==> src/include/bltf_consts.vh <==
/*
  constants for the backplane training framer: register offsets, field
  positions, reset values and frame timing counts.
  assumes inclusion by bare name from the design file, after `timescale.
*/
`ifndef BLTF_CONSTS_VH
`define BLTF_CONSTS_VH

// register byte offsets, one aligned 32-bit word each
`define BLTF_OFF_CTRL 8'h00
`define BLTF_OFF_TX_UPD 8'h04
`define BLTF_OFF_TX_STS 8'h08
`define BLTF_OFF_SEED 8'h0C
`define BLTF_OFF_STATUS 8'h10
`define BLTF_OFF_RX_UPD 8'h14
`define BLTF_OFF_RX_STS 8'h18

// writable bits of the control-field registers, reserved bits stay zero
`define BLTF_UPD_MASK 16'h303F
`define BLTF_STS_MASK 16'h803F
`define BLTF_SEED_MASK 11'h7FF
`define BLTF_SEED_RST 11'h7FF

// status register bit positions
`define BLTF_ST_LOCK 0
`define BLTF_ST_TXACT 1
`define BLTF_ST_DMEERR 2
`define BLTF_ST_TECH 3

// frame layout in line bit times
`define BLTF_FRAME_BITS 13'd4384
`define BLTF_MARK_ONES 13'd16
`define BLTF_MARK_END 13'd32
`define BLTF_CTL_END 13'd288
`define BLTF_PRBS_END 13'd4382
`define BLTF_MARKER 32'hFFFF0000

// lock hysteresis defaults
`define BLTF_LOCK_HITS 2
`define BLTF_LOSS_MISS 3

// axi responses
`define BLTF_RESP_OKAY 2'h0
`define BLTF_RESP_SLVERR 2'h2

`endif

==> src/bltf_framer.v <==
/*
  backplane link-training framer: serial transmit of training frames,
  frame-lock hunt and control-channel decode on receive, axi4-lite slave.
  assumes one line bit per aclk cycle on tx_line and rx_line, rx_line
  arriving from a pin, tech_ready driven by negotiation logic on aclk.
*/
// Implementation choices: register access over AXI4-Lite and the register addresses.
// Contract
// [RULE1] start training only once a backplane technology has been selected
// [RULE2] each transmitted frame is exactly 4384 bits long
// [RULE3] order: marker, update field, status field, training sequence
// [RULE4] marker is sixteen ones then sixteen zeros, unique in the frame
// [RULE5] each control field spans 128 line bits, carrying 16 bits
// [RULE6] control field bits go out from bit 15 down to bit 0
// [RULE7] manchester cell clock runs at a quarter of the line rate
// [RULE8] reserved control bits sent as zero and ignored on receive
// [RULE9] update bit 13 requests coefficient preset
// [RULE10] update bit 12 requests coefficient initialization
// [RULE11] three 2-bit tap requests: hold, increment, decrement, reserved
// [RULE12] three 2-bit tap status: not updated, updated, minimum, maximum
// [RULE13] status bit 15 high means receiver ready, training done
// [RULE14] training sequence is 4094 pseudo-random bits then two zeros
// [RULE15] pseudo-random bits go out at the full line rate
// [RULE16] generator loads an external 11-bit seed then free-runs
// [RULE17] generator polynomial is 1 + x^9 + x^11
// [RULE18] control bits must stay stable 288 bit times after frame start
// [RULE19] receiver hunts for the marker and raises frame lock
// [RULE20] received update and status fields appear with transmit layout
// [RULE21] on manchester error keep last good fields until a clean frame
`timescale 1ns/1ns
`include "bltf_consts.vh"

module bltf_framer #(
  parameter LOCK_HITS = `BLTF_LOCK_HITS,
  parameter LOSS_MISS = `BLTF_LOSS_MISS
) (
  input wire aclk,
  input wire aresetn,
  input wire [7:0] s_axi_awaddr,
  input wire s_axi_awvalid,
  output wire s_axi_awready,
  input wire [31:0] s_axi_wdata,
  input wire [3:0] s_axi_wstrb,
  input wire s_axi_wvalid,
  output wire s_axi_wready,
  output reg [1:0] s_axi_bresp,
  output reg s_axi_bvalid,
  input wire s_axi_bready,
  input wire [7:0] s_axi_araddr,
  input wire s_axi_arvalid,
  output wire s_axi_arready,
  output reg [31:0] s_axi_rdata,
  output reg [1:0] s_axi_rresp,
  output reg s_axi_rvalid,
  input wire s_axi_rready,
  input wire tech_ready,
  output reg tx_line,
  output reg tx_sof,
  input wire rx_line,
  output reg frame_lock,
  output reg [15:0] rx_update,
  output reg [15:0] rx_status,
  output reg rx_dme_err
);

  // software-visible state
  reg ctrl_en_r;
  reg [15:0] tx_upd_r;
  reg [15:0] tx_sts_r;
  reg [10:0] seed_r;
  reg dme_err_sticky_r;

  // axi write holding
  reg aw_full_r;
  reg [7:0] awaddr_r;
  reg w_full_r;
  reg [31:0] wdata_r;
  reg [3:0] wstrb_r;
  wire do_write;
  wire [31:0] wmask;
  wire aw_take;
  wire w_take;
  wire ar_take;
  wire err_clr;

  // transmitter state
  reg tx_run_r;
  reg [12:0] tx_cnt_r;
  reg [31:0] tx_word_r;
  reg [10:0] prbs_r;
  reg dme_lvl_r;
  reg dme_lvl_nxt;
  reg tx_bit_nxt;
  wire tx_go;
  wire [12:0] tx_pos;
  wire [4:0] tx_cell;
  wire tx_data_bit;
  wire prbs_fb;

  // receiver state
  reg rx_meta_r;
  reg rx_sync_r;
  reg [31:0] rx_sr_r;
  reg hunting_r;
  reg [12:0] rx_cnt_r;
  reg [1:0] hit_cnt_r;
  reg [1:0] miss_cnt_r;
  reg [31:0] rx_word_r;
  reg frame_bad_r;
  reg half_lvl_r;
  reg prev_lvl_r;
  reg cell_a_r;
  wire marker_hit;
  wire [12:0] rx_pos;
  wire [2:0] rx_phase;
  wire rx_in_ctl;

  assign tx_go = ctrl_en_r & tech_ready; // RULE1

  // byte-lane mask built from the held strobes
  genvar gi;
  generate
    for (gi = 0; gi < 4; gi = gi + 1) begin : g_lane
      assign wmask[gi*8 +: 8] = {8{wstrb_r[gi]}};
    end
  endgenerate

  // axi handshakes; writes stall while a response is pending
  assign s_axi_awready = ~aw_full_r & ~s_axi_bvalid;
  assign s_axi_wready = ~w_full_r & ~s_axi_bvalid;
  assign s_axi_arready = ~s_axi_rvalid;
  assign aw_take = s_axi_awvalid & s_axi_awready;
  assign w_take = s_axi_wvalid & s_axi_wready;
  assign ar_take = s_axi_arvalid & s_axi_arready;
  assign do_write = aw_full_r & w_full_r & ~s_axi_bvalid;
  assign err_clr = do_write & (awaddr_r == `BLTF_OFF_STATUS) & wstrb_r[0] &
                   wdata_r[`BLTF_ST_DMEERR];

  // write channel: address and data taken in either order
  always @(posedge aclk) begin
    if (!aresetn) begin
      aw_full_r <= 1'b0;
      awaddr_r <= 8'h00;
      w_full_r <= 1'b0;
      wdata_r <= 32'h00000000;
      wstrb_r <= 4'h0;
      s_axi_bvalid <= 1'b0;
      s_axi_bresp <= `BLTF_RESP_OKAY;
      ctrl_en_r <= 1'b0;
      tx_upd_r <= 16'h0000;
      tx_sts_r <= 16'h0000;
      seed_r <= `BLTF_SEED_RST;
    end else begin
      if (aw_take) begin
        aw_full_r <= 1'b1;
        awaddr_r <= s_axi_awaddr;
      end
      if (w_take) begin
        w_full_r <= 1'b1;
        wdata_r <= s_axi_wdata;
        wstrb_r <= s_axi_wstrb;
      end
      if (do_write) begin
        aw_full_r <= 1'b0;
        w_full_r <= 1'b0;
        s_axi_bvalid <= 1'b1;
        s_axi_bresp <= `BLTF_RESP_OKAY;
        case (awaddr_r)
          `BLTF_OFF_CTRL: begin
            if (wstrb_r[0]) begin
              ctrl_en_r <= wdata_r[0];
            end
          end
          `BLTF_OFF_TX_UPD: begin
            // reserved update bits forced to zero
            tx_upd_r <= ((tx_upd_r & ~wmask[15:0]) | (wdata_r[15:0] & wmask[15:0])) &
                        `BLTF_UPD_MASK; // RULE8
          end
          `BLTF_OFF_TX_STS: begin
            tx_sts_r <= ((tx_sts_r & ~wmask[15:0]) | (wdata_r[15:0] & wmask[15:0])) &
                        `BLTF_STS_MASK; // RULE8
          end
          `BLTF_OFF_SEED: begin
            seed_r <= ((seed_r & ~wmask[10:0]) | (wdata_r[10:0] & wmask[10:0])) &
                      `BLTF_SEED_MASK;
          end
          `BLTF_OFF_STATUS: begin
            s_axi_bresp <= `BLTF_RESP_OKAY;
          end
          `BLTF_OFF_RX_UPD, `BLTF_OFF_RX_STS: begin
            s_axi_bresp <= `BLTF_RESP_OKAY;
          end
          default: begin
            s_axi_bresp <= `BLTF_RESP_SLVERR;
          end
        endcase
      end else if (s_axi_bvalid && s_axi_bready) begin
        s_axi_bvalid <= 1'b0;
      end
    end
  end

  // read channel, one cycle to data
  always @(posedge aclk) begin
    if (!aresetn) begin
      s_axi_rvalid <= 1'b0;
      s_axi_rdata <= 32'h00000000;
      s_axi_rresp <= `BLTF_RESP_OKAY;
    end else if (ar_take) begin
      s_axi_rvalid <= 1'b1;
      s_axi_rresp <= `BLTF_RESP_OKAY;
      case (s_axi_araddr)
        `BLTF_OFF_CTRL: s_axi_rdata <= {31'h00000000, ctrl_en_r};
        `BLTF_OFF_TX_UPD: s_axi_rdata <= {16'h0000, tx_upd_r};
        `BLTF_OFF_TX_STS: s_axi_rdata <= {16'h0000, tx_sts_r};
        `BLTF_OFF_SEED: s_axi_rdata <= {21'h000000, seed_r};
        `BLTF_OFF_STATUS: s_axi_rdata <= {28'h0000000, tech_ready, dme_err_sticky_r,
                                          tx_run_r, frame_lock};
        `BLTF_OFF_RX_UPD: s_axi_rdata <= {16'h0000, rx_update};
        `BLTF_OFF_RX_STS: s_axi_rdata <= {16'h0000, rx_status};
        default: begin
          s_axi_rdata <= 32'h00000000;
          s_axi_rresp <= `BLTF_RESP_SLVERR;
        end
      endcase
    end else if (s_axi_rvalid && s_axi_rready) begin
      s_axi_rvalid <= 1'b0;
    end
  end

  // transmit field geometry: 8 line bits per control bit, 4 per half cell
  assign tx_pos = tx_cnt_r - `BLTF_MARK_END;
  assign tx_cell = tx_pos[7:3];
  assign tx_data_bit = tx_word_r[5'd31 - tx_cell]; // RULE6
  assign prbs_fb = prbs_r[10] ^ prbs_r[8]; // RULE17

  // next line bit from the frame position
  always @* begin
    dme_lvl_nxt = dme_lvl_r;
    tx_bit_nxt = 1'b0;
    if (tx_cnt_r < `BLTF_MARK_ONES) begin
      tx_bit_nxt = 1'b1; // RULE4
    end else if (tx_cnt_r < `BLTF_MARK_END) begin
      tx_bit_nxt = 1'b0; // RULE4
    end else if (tx_cnt_r < `BLTF_CTL_END) begin
      // transition at every cell edge, extra mid-cell transition for a one
      if (tx_pos[2:0] == 3'd0) begin
        dme_lvl_nxt = ~dme_lvl_r; // RULE7
      end else if (tx_pos[2:0] == 3'd4 && tx_data_bit) begin
        dme_lvl_nxt = ~dme_lvl_r; // RULE7
      end
      tx_bit_nxt = dme_lvl_nxt; // RULE5
    end else if (tx_cnt_r < `BLTF_PRBS_END) begin
      tx_bit_nxt = prbs_r[10]; // RULE15
    end else begin
      tx_bit_nxt = 1'b0; // RULE14
    end
  end

  // frame sequencer; a dropped enable stops the line at once
  always @(posedge aclk) begin
    if (!aresetn) begin
      tx_run_r <= 1'b0;
      tx_cnt_r <= 13'd0;
      tx_word_r <= 32'h00000000;
      prbs_r <= `BLTF_SEED_RST;
      dme_lvl_r <= 1'b0;
      tx_line <= 1'b0;
      tx_sof <= 1'b0;
    end else begin
      tx_sof <= 1'b0;
      if (!tx_go) begin
        tx_run_r <= 1'b0;
        tx_cnt_r <= 13'd0;
        tx_line <= 1'b0;
      end else begin
        tx_run_r <= 1'b1;
        tx_line <= tx_bit_nxt;
        dme_lvl_r <= dme_lvl_nxt;
        if (tx_cnt_r == 13'd0) begin
          tx_sof <= 1'b1;
          // snapshot keeps the fields steady while they are on the line
          tx_word_r <= {tx_upd_r, tx_sts_r}; // RULE18 RULE3
        end
        if (tx_cnt_r == `BLTF_MARK_END - 13'd1) begin
          dme_lvl_r <= 1'b0; // marker ends low, first cell edge goes high
        end
        if (!tx_run_r) begin
          // zero seed would lock the generator, so fall back to all ones
          prbs_r <= (seed_r == 11'h000) ? `BLTF_SEED_RST : seed_r; // RULE16
        end else if (tx_cnt_r >= `BLTF_CTL_END && tx_cnt_r < `BLTF_PRBS_END) begin
          prbs_r <= {prbs_r[9:0], prbs_fb}; // RULE16 RULE17
        end
        if (tx_cnt_r == `BLTF_FRAME_BITS - 13'd1) begin
          tx_cnt_r <= 13'd0; // RULE2
        end else begin
          tx_cnt_r <= tx_cnt_r + 13'd1;
        end
      end
    end
  end

  // pin synchroniser, only the second stage is read
  always @(posedge aclk) begin
    if (!aresetn) begin
      rx_meta_r <= 1'b0;
      rx_sync_r <= 1'b0;
      rx_sr_r <= 32'h00000000;
    end else begin
      rx_meta_r <= rx_line;
      rx_sync_r <= rx_meta_r;
      rx_sr_r <= {rx_sr_r[30:0], rx_sync_r};
    end
  end

  // rx_cnt_r labels the bit now held in rx_sr_r[0]
  assign marker_hit = (rx_sr_r == `BLTF_MARKER);
  assign rx_pos = rx_cnt_r - `BLTF_MARK_END;
  assign rx_phase = rx_pos[2:0];
  assign rx_in_ctl = ~hunting_r & (rx_cnt_r >= `BLTF_MARK_END) & (rx_cnt_r < `BLTF_CTL_END);

  // frame alignment: hunt, confirm at the expected position, drop on misses
  always @(posedge aclk) begin
    if (!aresetn) begin
      hunting_r <= 1'b1;
      rx_cnt_r <= 13'd0;
      hit_cnt_r <= 2'd0;
      miss_cnt_r <= 2'd0;
      frame_lock <= 1'b0;
    end else if (hunting_r) begin
      if (marker_hit) begin
        hunting_r <= 1'b0; // RULE19
        rx_cnt_r <= `BLTF_MARK_END;
        hit_cnt_r <= 2'd1;
        miss_cnt_r <= 2'd0;
      end
    end else begin
      if (rx_cnt_r == `BLTF_FRAME_BITS - 13'd1) begin
        rx_cnt_r <= 13'd0;
      end else begin
        rx_cnt_r <= rx_cnt_r + 13'd1;
      end
      if (rx_cnt_r == `BLTF_MARK_END - 13'd1) begin
        if (marker_hit) begin
          miss_cnt_r <= 2'd0;
          if (hit_cnt_r != 2'd3) begin
            hit_cnt_r <= hit_cnt_r + 2'd1;
          end
          if (hit_cnt_r + 2'd1 >= LOCK_HITS[1:0]) begin
            frame_lock <= 1'b1; // RULE19
          end
        end else if (!frame_lock || miss_cnt_r + 2'd1 >= LOSS_MISS[1:0]) begin
          hunting_r <= 1'b1; // RULE19
          frame_lock <= 1'b0;
          hit_cnt_r <= 2'd0;
          miss_cnt_r <= 2'd0;
        end else begin
          miss_cnt_r <= miss_cnt_r + 2'd1;
        end
      end
    end
  end

  // manchester decode over the two control fields
  always @(posedge aclk) begin
    if (!aresetn) begin
      rx_word_r <= 32'h00000000;
      frame_bad_r <= 1'b0;
      half_lvl_r <= 1'b0;
      prev_lvl_r <= 1'b0;
      cell_a_r <= 1'b0;
      rx_update <= 16'h0000;
      rx_status <= 16'h0000;
      rx_dme_err <= 1'b0;
    end else begin
      rx_dme_err <= 1'b0;
      // decode reads rx_sr_r[0], the bit that rx_cnt_r labels
      if (!rx_in_ctl) begin
        frame_bad_r <= 1'b0;
        prev_lvl_r <= rx_sr_r[0];
      end else begin
        if (rx_phase == 3'd0) begin
          half_lvl_r <= rx_sr_r[0];
          cell_a_r <= rx_sr_r[0];
          if (rx_sr_r[0] == prev_lvl_r) begin
            frame_bad_r <= 1'b1; // missing cell-edge transition
          end
        end else if (rx_phase == 3'd4) begin
          half_lvl_r <= rx_sr_r[0];
          rx_word_r <= {rx_word_r[30:0], rx_sr_r[0] ^ cell_a_r}; // RULE6
        end else if (rx_sr_r[0] != half_lvl_r) begin
          frame_bad_r <= 1'b1; // level moved inside a half cell
        end
        if (rx_phase == 3'd7) begin
          prev_lvl_r <= rx_sr_r[0];
        end
        if (rx_cnt_r == `BLTF_CTL_END - 13'd1) begin
          if (frame_bad_r || rx_sr_r[0] != half_lvl_r) begin
            rx_dme_err <= 1'b1; // RULE21
          end else begin
            // word complete since the last mid-cell sample; reserved positions dropped
            rx_update <= rx_word_r[31:16] & `BLTF_UPD_MASK; // RULE20 RULE8 RULE9 RULE10 RULE11
            rx_status <= rx_word_r[15:0] & `BLTF_STS_MASK; // RULE20 RULE12 RULE13
          end
        end
      end
    end
  end

  // sticky error for software; a new error wins over a clear
  always @(posedge aclk) begin
    if (!aresetn) begin
      dme_err_sticky_r <= 1'b0;
    end else if (rx_dme_err) begin
      dme_err_sticky_r <= 1'b1;
    end else if (err_clr) begin
      dme_err_sticky_r <= 1'b0;
    end
  end

endmodule // bltf_framer

==> config.mk <==
export PLATFORM = sky130hd
export DESIGN_NAME = bltf_framer
export DESIGN_NICKNAME = d
export VERILOG_FILES = /design/src/bltf_framer.v
export VERILOG_INCLUDE_DIRS = /design/src /design/src/include
export SDC_FILE = /design/constraint.sdc
export NUM_CORES = 1
export LEC_CHECK = 0
export ABC_AREA = 1
export BUFFER_PORTS_ARGS = -buffer_cell sky130_fd_sc_hd__buf_2
export CAP_MARGIN = 20
export CORE_AREA = 2 2 171 173
export CTS_CLUSTER_DIAMETER = 100
export DETAILED_ROUTE_END_ITERATION = 12
export DIE_AREA = 0 0 173 175
export GPL_TIMING_DRIVEN = 0
export HOLD_SLACK_MARGIN = 0.06
export PLACE_DENSITY_LB_ADDON = 0.25
export SLEW_MARGIN = 20
export SYNTH_ARGS = -nofsm -noshare
export SYNTH_HDL_FRONTEND = slang
export SYNTH_SLANG_ARGS = --single-unit
==> constraint.sdc <==
create_clock -name aclk -period 1.8 [get_ports aclk]
set_input_delay 0.36 -clock aclk [delete_from_list [all_inputs] [get_ports aclk]]
set_output_delay 0.36 -clock aclk [all_outputs]
set_load 0.005 [all_outputs]
# [After elaboration in Yosys (flattened, before gate mapping)]
# Cells that the tools add are included.
[op_classes] add_sub_neg=7 order_cmp=10 n_eq_ne=33 n_mux=57 n_bitwise=35 reduce_logical=43
[ops] cell="$pmux 16 s7" count=1
[ops] cell="$eq 8x5->1 const B" count=6
[ops] cell="$mux 13" count=3
[ops] cell="$mux 1" count=36
[ops] cell="$mux 11" count=3
[ops] cell="$and 16x16->16" count=2
[ops] cell="$eq 32x32->1 const B" count=1
[ops] cell="$eq 8x4->1 const B" count=4
[ops] cell="$add 13x1->13 const B" count=2
[ops] cell="$eq 13x13->1 const B" count=2
[ops] cell="$eq 13x5->1 const B" count=2
[ops] cell="$lt 13x9->1 const B" count=2
[ops] cell="$mux 2" count=13
[ops] cell="$and 11x11->11" count=2
[ops] cell="$reduce_and 2->1" count=10
[ops] cell="$eq 8x3->1 const B" count=2
[ops] cell="$logic_not 8->1" count=2
[ops] cell="$not 16->16" count=1
[ops] cell="$or 16x16->16" count=1
[ops] cell="$reduce_bool 2->1" count=8
[ops] cell="$reduce_and 3->1" count=5
[ops] cell="$and 14x14->14" count=1
[ops] cell="$ne 2x1->1 const B" count=7
[ops] cell="$or 14x14->14" count=1
[ops] cell="other kinds (33)" count=68
[word_totals] regBits=240 input_bits=61 out_inout_bits=77 elab_cells=223

# [Logic depth before layout (Yosys ltp)]
# Gate-level depths: netlist of run 1.
[depth] word_depth=11 ltp_mapped=15 ltp_nobuf=15

# [Least setup slack after synthesis of run 1]
# Ideal clock, no wire load.
[synth_timing] path_kind="reg-to-reg" from="register tx_cnt_r[5]" to="register prbs_r[1]" setup_time_ns=0.123 arrival_ns=1.606 t_required_ns=1.677 slack_ns=0.071 stages_incl_launch_ff=12 n_path_buf=1 synth_period_minus_slack_ns=1.729 cell_sequence="dfxtp_1 -> inv_1 -> ha_1 -> nand2_1 -> nand2_1 -> nand2_1 -> a41oi_1 -> o21ai_1 -> nand2_1 -> buf_4 -> a21oi_1 -> o21ai_0"
[synth_via] elab_chain_len=4 elab_cells_between_ends=5 cone_classes="order compare (2); eq/ne (1); reduce/logical (2)"
[synth_lines] element="from (decl)" line="bltf_framer.v:88" source="reg [12:0] tx_cnt_r;"
[synth_lines] element="from (signal assigned)" line="bltf_framer.v:297" source="tx_cnt_r <= tx_cnt_r + 13'd1;"
[synth_lines] element="$ge 13x9->1 (no source line) or $lt 13x13->1 (tied branches)"
[synth_lines] element="$logic_and 1x1->1 (no source line) (*)"
[synth_lines] element="$ne 2x1->1 (no source line) (*)"
[synth_lines] element="$reduce_and 2->1 (no source line) (*)"
[synth_lines] element="to (signal assigned)" line="bltf_framer.v:266" source="prbs_r <= `BLTF_SEED_RST;"
[synth_lines] element="to (signal assigned)" line="bltf_framer.v:290" source="prbs_r <= (seed_r == 11'h000) ? `BLTF_SEED_RST : seed_r;"
[synth_lines] element="to (signal assigned)" line="bltf_framer.v:292" source="prbs_r <= {prbs_r[9:0], prbs_fb};"
[synth_lines] element="to (decl)" line="bltf_framer.v:90" source="reg [10:0] prbs_r;"
# Mark *: on every way between the ends. The rest lies on a longest branch, timed or not.
# A chain may end at the register's enable or synchronous reset.

# [Worst setup path in the final report of run 1]
[layout_timing] from="register rx_cnt_r[9]" to="register rx_word_r[16]"
[layout_via] elab_chain_len=4 elab_cells_between_ends=5 cone_classes="order compare (2); bitwise (2); reduce/logical (1)"
[layout_lines] element="from (decl)" line="bltf_framer.v:105" source="reg [12:0] rx_cnt_r;"
[layout_lines] element="from (signal assigned)" line="bltf_framer.v:333" source="rx_cnt_r <= `BLTF_MARK_END;"
[layout_lines] element="from (signal assigned)" line="bltf_framer.v:341" source="rx_cnt_r <= rx_cnt_r + 13'd1;"
[layout_lines] element="$ge 13x6->1 (no source line)"
[layout_lines] element="$and 1x1->1" line="bltf_framer.v:320" source="assign rx_in_ctl = ~hunting_r & (rx_cnt_r >= `BLTF_MARK_END) & (rx_cnt_r < `BLTF_CTL_END);"
[layout_lines] element="$and 1x1->1 (*)" line="bltf_framer.v:320"
[layout_lines] element="$reduce_and 3->1 (no source line) (*)"
[layout_lines] element="to (signal assigned)" line="bltf_framer.v:390" source="rx_word_r <= {rx_word_r[30:0], rx_sr_r[0] ^ cell_a_r};"
[layout_lines] element="to (decl)" line="bltf_framer.v:108" source="reg [31:0] rx_word_r;"
# Marks and branches as above.

==> run metrics, run 1 <==
outcome finished with violations; violated checks negative setup slack; Slew @ Worst Pin 879.5 ps; register bit total from synthesis 218; die area 0.03028 mm²; die height 175 µm; detailed placement HPWL 18720 µm; Final Util 41.84%; core area 0.02839 mm²; final RePlAce weighted congestion 0.8927; Rows 62; post-synthesis sequential area ratio 46.91%; Residual DRC 0; gr ovfl total 0; worst hold slack 83.47 ps; CTS root buf clkbuf_16; slowest CP cell dfxtp_4; post-route antenna net violation count 0; synth top area cells dfxtp_1, nand2_1, a21oi_1; pin count of the biggest net entering global routing 13; Mapped Area 0.009304 mm²; Vias/cell 4.615; Critical Path Source Type flop; GR Util All Layers 16.14%; min Tclk post-route 1829 ps; fraction of layout cells with a size suffix above 1 23.07%; CTS tree built; relative slew slack 41.37%; Ys Warns 0; Worst-path clk slew 60 ps; crit path DAT 2270 ps; Initial Util 32.77%; Worst Path Buf+Inv 5; count of cell types in the netlist 51; Clock Sinks 218; post-route cell area 0.01188 mm²; crit-path max FO 7; area leader, netlist dfxtp_1; First DRT Iteration DRCs 554; number of I/O port buffers 80; critical path class flop to flop; crit-path leading delay family simple AND/OR/NAND/NOR gates; TritonRoute pass-1 iters 7; RSZ-0062 raised after global routing true; fillcell total 2932; slowest stage delay, CP 360 ps; initial antenna violation count 0; vias in the first global route 7381; Leak 5.226 nW; cells after synthesis 1218; achievable frequency 546.7 MHz; commonest non-fill, non-tap cell in the layout dfxtp_1; via count 8293; post-route clock period utilization 101.6%; Power Density 873.2 mW/mm²; Area Overhead vs Synth 27.69%; # H-tree levels 1; final slew viol count 0; min setup slack post-route -29.09 ps; number of CTS-inserted buffers 25; area fraction of the dominant cell type after synthesis 46.91%; ys flop type dfxtp_1; Async SR Flop Fraction 0%; VDD IR max 0.0004493 V; Die Span X 173 µm; post-route non-filler standard cell count 1797; wire length per cell 14.36 µm; Top Ports 138; Worst Setup End Kind flop; Post-Syn Area per Cell 7.639 µm²; first-pass GRT wire length 39710 µm; Tot Pwr 10.37 mW; Skew-Pair Late Insertion Delay 530 ps; Max Cap Viol 0; CP cell instances inv_4, nand2_4, nor3_4, nand4_4, nor2_4, inv_2, nor2_4, buf_12, buf_6, buf_6, o21ai_1, a21oi_1; final wirelength 25800 µm; final setup fails 4; CP required 2240 ps; Worst Hold Class primary input to flop; most frequent cells in the layout dfxtp_1, nand2_1, inv_1, a21oi_1, nor2_1; Final Hold Fails 0; Post-Place Cells 1718; clk_skew 22.20 ps; Inserted Diodes 0; Final nets 1467; Max Root-Sink Buffers 3; Post-synth EDFFs 0; Placed Area 0.01032 mm²
[area by class of cell]
| class | instances | area (µm²) | area share, % |
|---|---|---|---|
| Multi-Input combinational cell | 786 | 4250 | 35.78 |
| Buffer | 83 | 568.0 | 4.781 |
| Tap cell | 384 | 480.5 | 4.044 |
| Inverter | 166 | 648.1 | 5.456 |
| Sequential cell | 218 | 4394 | 36.99 |
| Clock inverter | 9 | 72.57 | 0.6109 |
| Clock buffer | 35 | 723.2 | 6.087 |
| Timing Repair Buffer | 116 | 743.2 | 6.256 |
[cell usage after synthesis, types with 6 or more instances]
cell type / n
clkbuf_1: 27
a21oi_1: 114
o21ai_1: 34
nor4_1: 6
inv_1: 151
ha_1: 10
buf_4: 45
buf_2: 6
nand3_1: 62
o21ai_0: 99
nand2_1: 175
a211oi_1: 11
o211ai_1: 7
nand4_1: 16
dfxtp_1: 218
inv_2: 13
xor2_1: 6
nor3_1: 14
nor2_1: 130
[per-stage QoR]
step | worst slack (ps) | TNS (ps)
6_report | -29.09 | -78.59
2_1_floorplan | 70.55 | 0
3_5_place_dp | -321.5 | -13520
4_1_cts | 2.956 | 0
3_3_place_gp | -354.7 | -13850
5_1_grt | -160.4 | -3336
[where the power goes]
group,leakage (nW),switching [mW],internal [mW]
Sequential,1.77,0.0443,4.89
Combinational,3.06,0.350,0.186
Clock,0.398,1.98,2.93
Total,5.23,2.37,8.00
[cells by family after synthesis]
logic type | count (synthesis) | share of synthesized area [%]
flip-flops | 218 | 46.91
AO/OA/AOI/OAI | 297 | 17.67
adder cells (fa/ha/maj) | 10 | 1.345
buffers and inverters | 250 | 12.24
other | 1 | 0.04031
AND/OR/NAND/NOR | 435 | 21.14
XOR/XNOR | 7 | 0.6590
[repair_timing]
| item | in CTS | in global routing |
|---|---|---|
| hold endpoints to repair | 1 | 0 |
| cloned | 0 | 5 |
| pin swaps | 4 | 25 |
| endpoints found under the setup margin | 55 | 125 |
| gates resized for setup | 24 | 119 |
| buffers inserted | 1 | 29 |
| hold buffers | 1 | 0 |
[worst reg2reg max path, cell delays in order, from the launching register on]
cell and delay [ps]:
dfxtp_4 360, inv_4 60, nand2_4 60, nor3_4 220, nand4_4 140, nor2_4 170, inv_2 60, nor2_4 130
buf_12 150, buf_6 110, buf_6 120, o21ai_1 60, a21oi_1 130
[final timing paths]
check             cells past startpoint       endpoint  slack, ps    startpoint
setup / recovery                     12  rx_word_r[16]        -30   rx_cnt_r[9]
hold / removal                        4   s_axi_bvalid         80  s_axi_bready
setup reg to reg                     12  rx_word_r[16]        -30   rx_cnt_r[9]
hold reg to reg                       2      rx_sync_r        410     rx_meta_r
[metal layers]
metal	track usage [%]	vias to the layer above	wire (µm)
met3	2.459	30	1395
li1	-	4292	-
met2	26.02	221	11770
met4	3.919	0	398
met1	22.67	3750	12230
met5	0	-	0
(Power assumes the default switching activity.)
==> run 2, diff against run 1 <==
--- a/config.mk
+++ b/config.mk
@@ -16,6 +16,7 @@
 export GPL_TIMING_DRIVEN = 0
 export HOLD_SLACK_MARGIN = 0.06
 export PLACE_DENSITY_LB_ADDON = 0.25
+export SETUP_SLACK_MARGIN = 0.15
 export SLEW_MARGIN = 20
 export SYNTH_ARGS = -nofsm -noshare
 export SYNTH_HDL_FRONTEND = slang
==> run 2 against run 1 <==
Effect of this change:
- the run now ends clean
- critical path depth down 3
- total power down 0.11%
- flip-flop and latch count unchanged
- maximum frequency up 7.1%
- register-to-register slack better by 120 ps
- setup slack better by 120 ps
- critical path type unchanged
- critical endpoint is now rx_status[5]
==> run metrics, run 2 (same netlist as run 1, synthesis figures left out) <==
TritonRoute pass-1 iters 5; outcome finished clean; final setup TNS 0 ps; gr ovfl total 0; final setup fails 0; min setup slack post-route 92.58 ps; Top Ports 138; VDD IR max 0.0004901 V; Power Density 824.4 mW/mm²; Max Cap Viol 0; Die Span X 173 µm; pin count of the biggest net entering global routing 13; post-route non-filler standard cell count 1829; Worst Hold Class primary input to flop; min Tclk post-route 1707 ps; die height 175 µm; post-route clock period utilization 94.86%; Slew @ Worst Pin 898.3 ps; Clock Sinks 218; Vias/cell 4.651; Worst Setup End Kind flop; vias in the first global route 7669; critical path class flop to flop; CTS tree built; Setup Slack @ Placement -329.9 ps; initial antenna violation count 0; via count 8506; most frequent cells in the layout dfxtp_1, nand2_1, inv_1, nor2_1, buf_4; final wirelength 26840 µm; Inserted Diodes 0; core area 0.02839 mm²; first-pass GRT wire length 40780 µm; Rows 62; final RePlAce weighted congestion 0.8898; Post-Place Cells 1718; Initial Util 32.77%; wire length per cell 14.68 µm; CTS root buf clkbuf_16; final slew viol count 0; GR Util All Layers 16.61%; Residual DRC 0; fraction of layout cells with a size suffix above 1 31.56%; relative slew slack 40.11%; number of I/O port buffers 80; detailed placement HPWL 18770 µm; Final nets 1501; Max Root-Sink Buffers 3; commonest non-fill, non-tap cell in the layout dfxtp_1; # H-tree levels 1; number of CTS-inserted buffers 24; First DRT Iteration DRCs 465; Critical Path Source Type flop; Area Overhead vs Synth 35.09%; Skew-Pair Late Insertion Delay 520 ps; die area 0.03028 mm²; achievable frequency 585.7 MHz; Leak 5.490 nW; Final Hold Fails 0; crit path DAT 2160 ps; RSZ-0062 raised after global routing true; CP required 2250 ps; crit-path max FO 5; clk_skew 10.84 ps; Worst-path clk slew 60 ps; post-route antenna net violation count 0; fillcell total 2879; Tot Pwr 10.36 mW
-- run 2: changes by cell type in the layout (fill, tap and decap cells not counted), moves of 8 or more --
cell,change
o21ai_2,+25
nor2_2,+8
inv_1,-9
nand3_1,-8
a21oi_2,+25
o21ai_0,-14
buf_4,+25
nand2_1,-12
a21oi_1,-26
o21ai_1,-13
-- run 2: final timing paths --
check	startpoint	endpoint	slack (ps)	depth (start not counted)
worst max-delay path	rx_cnt_r[1]	rx_status[5]	90	9
worst min-delay path	s_axi_bready	s_axi_bvalid	100	4
worst max register to register	rx_cnt_r[1]	rx_status[5]	90	9
worst min register to register	rx_sync_r	rx_sr_r[0]	410	2
-- run 2: timing repair --
action                                  4_1_cts  5_1_grt
cloned                                        7        3
endpoints found under the hold margin         1        0
hold buffers                                  1        0
buffers inserted                             21       38
endpoints found under the setup margin      115      131
gates resized for setup                      94      196
pin swaps                                    23       65
-- run 2: metal layers --
metal	vias to the layer above	GRT usage, %	wire length (µm)
li1	4367	-	-
met1	3912	22.54	12420
met2	190	26.73	12600
met3	37	2.654	1215
met4	0	5.968	605
met5	-	0	0
-- run 2: area by class of cell --
type / count / area (µm²) / share of cell area, %
multi-input cells: 786 / 4638 / 36.90
flip-flops and latches: 218 / 4409 / 35.08
repair buffers: 149 / 1005 / 7.994
clock buffers: 37 / 720.7 / 5.734
inverters: 166 / 668.1 / 5.316
plain buffers: 84 / 589.3 / 4.689
well taps: 384 / 480.5 / 3.823
clock inverters: 4 / 50.05 / 0.3982
repair inverters: 1 / 7.507 / 0.05973
-- run 2: power breakdown --
group	internal, mW	switching [mW]	leakage [nW]
clock network	2.88	1.97	0.371
logic	0.214	0.372	3.34
registers	4.88	0.0456	1.78
total	7.98	2.38	5.49
-- run 2: critical path, stage by stage (launching register included) --
cell and delay [ps]:
dfxtp_4 360, ha_4 130, nand4_1 200, inv_2 150, nand3_2 100, nor3_4 150
and2_4 220, buf_6 150, o21ai_2 60, a21oi_1 130
-- run 2: per-stage QoR --
stage / util (%) / hold slack [ps] / area, µm²
floorplan: - / 390.5 / 9440
global placement: 36.35 / 397.0 / 10320
detailed placement: 36.35 / 400.8 / 10320
CTS: 40.85 / 86.37 / 11600
global route: 44.27 / 98.80 / 12570
finish: 44.27 / 97.20 / 12570
==> run 3, diff against run 2 <==
--- a/config.mk
+++ b/config.mk
@@ -15,6 +15,7 @@
 export DIE_AREA = 0 0 173 175
 export GPL_TIMING_DRIVEN = 0
 export HOLD_SLACK_MARGIN = 0.06
+export MAX_ROUTING_LAYER = met4
 export PLACE_DENSITY_LB_ADDON = 0.25
 export SETUP_SLACK_MARGIN = 0.15
 export SLEW_MARGIN = 20
==> run 3 against run 2 <==
Effect of this change:
- setup slack improved by 0.89 ps
- via count up 0.14%
- die area unchanged
- maximum frequency about the same
- flip-flop and latch count did not move
- sequential power hardly changed
- utilization down 0.075 points
- cell count increased by 0.11%
- count of clock-buffer cells in the layout stayed put
- register-to-register slack hardly changed
- non-clock buffer count up 2
==> run metrics, run 3 (same netlist as run 1, synthesis figures left out) <==
Die Span X 173 µm; Critical Path Source Type flop; most frequent cells in the layout dfxtp_1, nand2_1, inv_1, nor2_1, buf_4; Area Overhead vs Synth 34.86%; post-route cell area 0.01255 mm²; post-route antenna net violation count 0; detailed placement HPWL 18770 µm; Max Cap Viol 0; final slew viol count 0; Worst Setup End Kind flop; die height 175 µm; sequential group share of total power 47.6%; vias in the first global route 7659; # H-tree levels 1; post-route non-filler standard cell count 1831; die area 0.03028 mm²; CP cell instances ha_4, nand4_1, inv_2, nand3_2, nor3_4, and2_4, buf_6, o21ai_2, a21oi_1; commonest non-fill, non-tap cell in the layout dfxtp_1; slowest stage delay, CP 360 ps; Final nets 1503; Post-Place Cells 1718; RSZ-0062 raised after global routing true; Inserted Diodes 0; final setup fails 0; achievable frequency 586.0 MHz; outcome finished clean; footprint of the multi-input gates 0.004603 mm²; final wirelength 26820 µm; min Tclk post-route 1707 ps; Max Root-Sink Buffers 3; crit path DAT 2150 ps; final setup TNS 0 ps; Initial Util 32.77%; core area 0.02839 mm²; initial antenna violation count 0; post-route clock period utilization 94.81%; Clock Power Share 46.7%; CTS tree built; Gate power share 5.7%; Skew-Pair Late Insertion Delay 520 ps; Worst Path Buf+Inv 2; TritonRoute pass-1 iters 5; Worst-path clk slew 60 ps; Final Hold Fails 0; Switching Power 2.372 mW; pin count of the biggest net entering global routing 13; Cell Int Power 7.980 mW; Placed Area 0.01032 mm²; via count 8518; Net Sw Frac 22.91%; Rows 62; Leak 5.497 nW; Tot Pwr 10.35 mW; GR Util All Layers 17.14%; Clock Sinks 218; Worst Hold Class primary input to flop; fillcell total 2881; clk_skew 10.97 ps; gr ovfl total 0; Vias/cell 4.652; wire length per cell 14.65 µm; CP required 2240 ps; final RePlAce weighted congestion 0.9047; CTS root buf clkbuf_16; number of I/O port buffers 80; number of CTS-inserted buffers 24; slowest CP cell dfxtp_4; Seq. cell area 0.004408 mm²; crit-path max FO 5; Setup Slack @ Placement -329.9 ps; fraction of layout cells with a size suffix above 1 31.31%; crit-path leading delay family simple AND/OR/NAND/NOR gates; First DRT Iteration DRCs 401; critical path class flop to flop; Power Density 825.0 mW/mm²; VDD IR max 0.0004879 V; first-pass GRT wire length 40870 µm; Residual DRC 0; Top Ports 138; min setup slack post-route 93.47 ps; Slew @ Worst Pin 886.9 ps; relative slew slack 40.87%
-- run 3: cell count changes in the layout (fill, tap and decap cells not counted), moves of 2 or more --
cell,delta
o21ai_0,+3
o21ai_1,-3
a21oi_1,+2
buf_4,+2
-- run 3: power by group through the flow --
stage          registers, mW  logic (mW)  clock network [mW]
2_1_floorplan           5.03       0.337                   0
3_3_place_gp            5.04       0.511                   0
3_5_place_dp            5.04       0.518                   0
4_1_cts                 4.93       0.532                4.94
5_1_grt                 4.94       0.653                5.13
6_report                4.93       0.588                4.83
-- run 3: tightest hold or removal path, stage by stage --
cell     delay (ps)
buf_2            70
inv_1            30
nand2_1          40
a21oi_1          60
-- run 3: layout make-up --
type                    count  share of cell area (%)
plain buffers              84                   4.697
clock buffers              37                   5.744
clock inverters             4                  0.3989
inverters                 166                   5.325
multi-input cells         786                   36.69
flip-flops and latches    218                   35.13
well taps                 384                   3.829
repair buffers            151                   8.127
repair inverters            1                 0.05983
-- run 3: repair_timing --
item                                    in CTS  in global routing
pin swaps                                   23                 64
gates cloned                                 7                  3
setup buffers                               21                 40
hold endpoints to repair                     1                  0
endpoints found under the setup margin     115                131
hold buffers                                 1                  0
resized for setup                           94                185
-- run 3: worst paths after layout --
path	slack (ps)	startpoint	to	cells past startpoint
worst max-delay path	90	rx_cnt_r[1]	rx_status[2]	9
worst min-delay path	100	s_axi_bready	s_axi_bvalid	4
worst max register to register	90	rx_cnt_r[1]	rx_status[2]	9
worst min register to register	410	rx_sync_r	rx_sr_r[0]	2
-- run 3: stage by stage --
step | utilization, % | hold WS [ps]
6_report | 44.19 | 95.96
5_1_grt | 44.19 | 98.54
4_1_cts | 40.85 | 86.37
3_5_place_dp | 36.35 | 400.8
3_3_place_gp | 36.35 | 397.0
2_1_floorplan | - | 390.5
-- run 3: per-layer routing --
layer  vias to the layer above  GRT usage, %  part of all wire, %
met5                         -             -                    0
met4                         0         5.968                  2.5
met3                        40         2.502                  4.2
met2                       187         26.73                   47
met1                      3926         22.72                   47
li1                       4365             -                    -
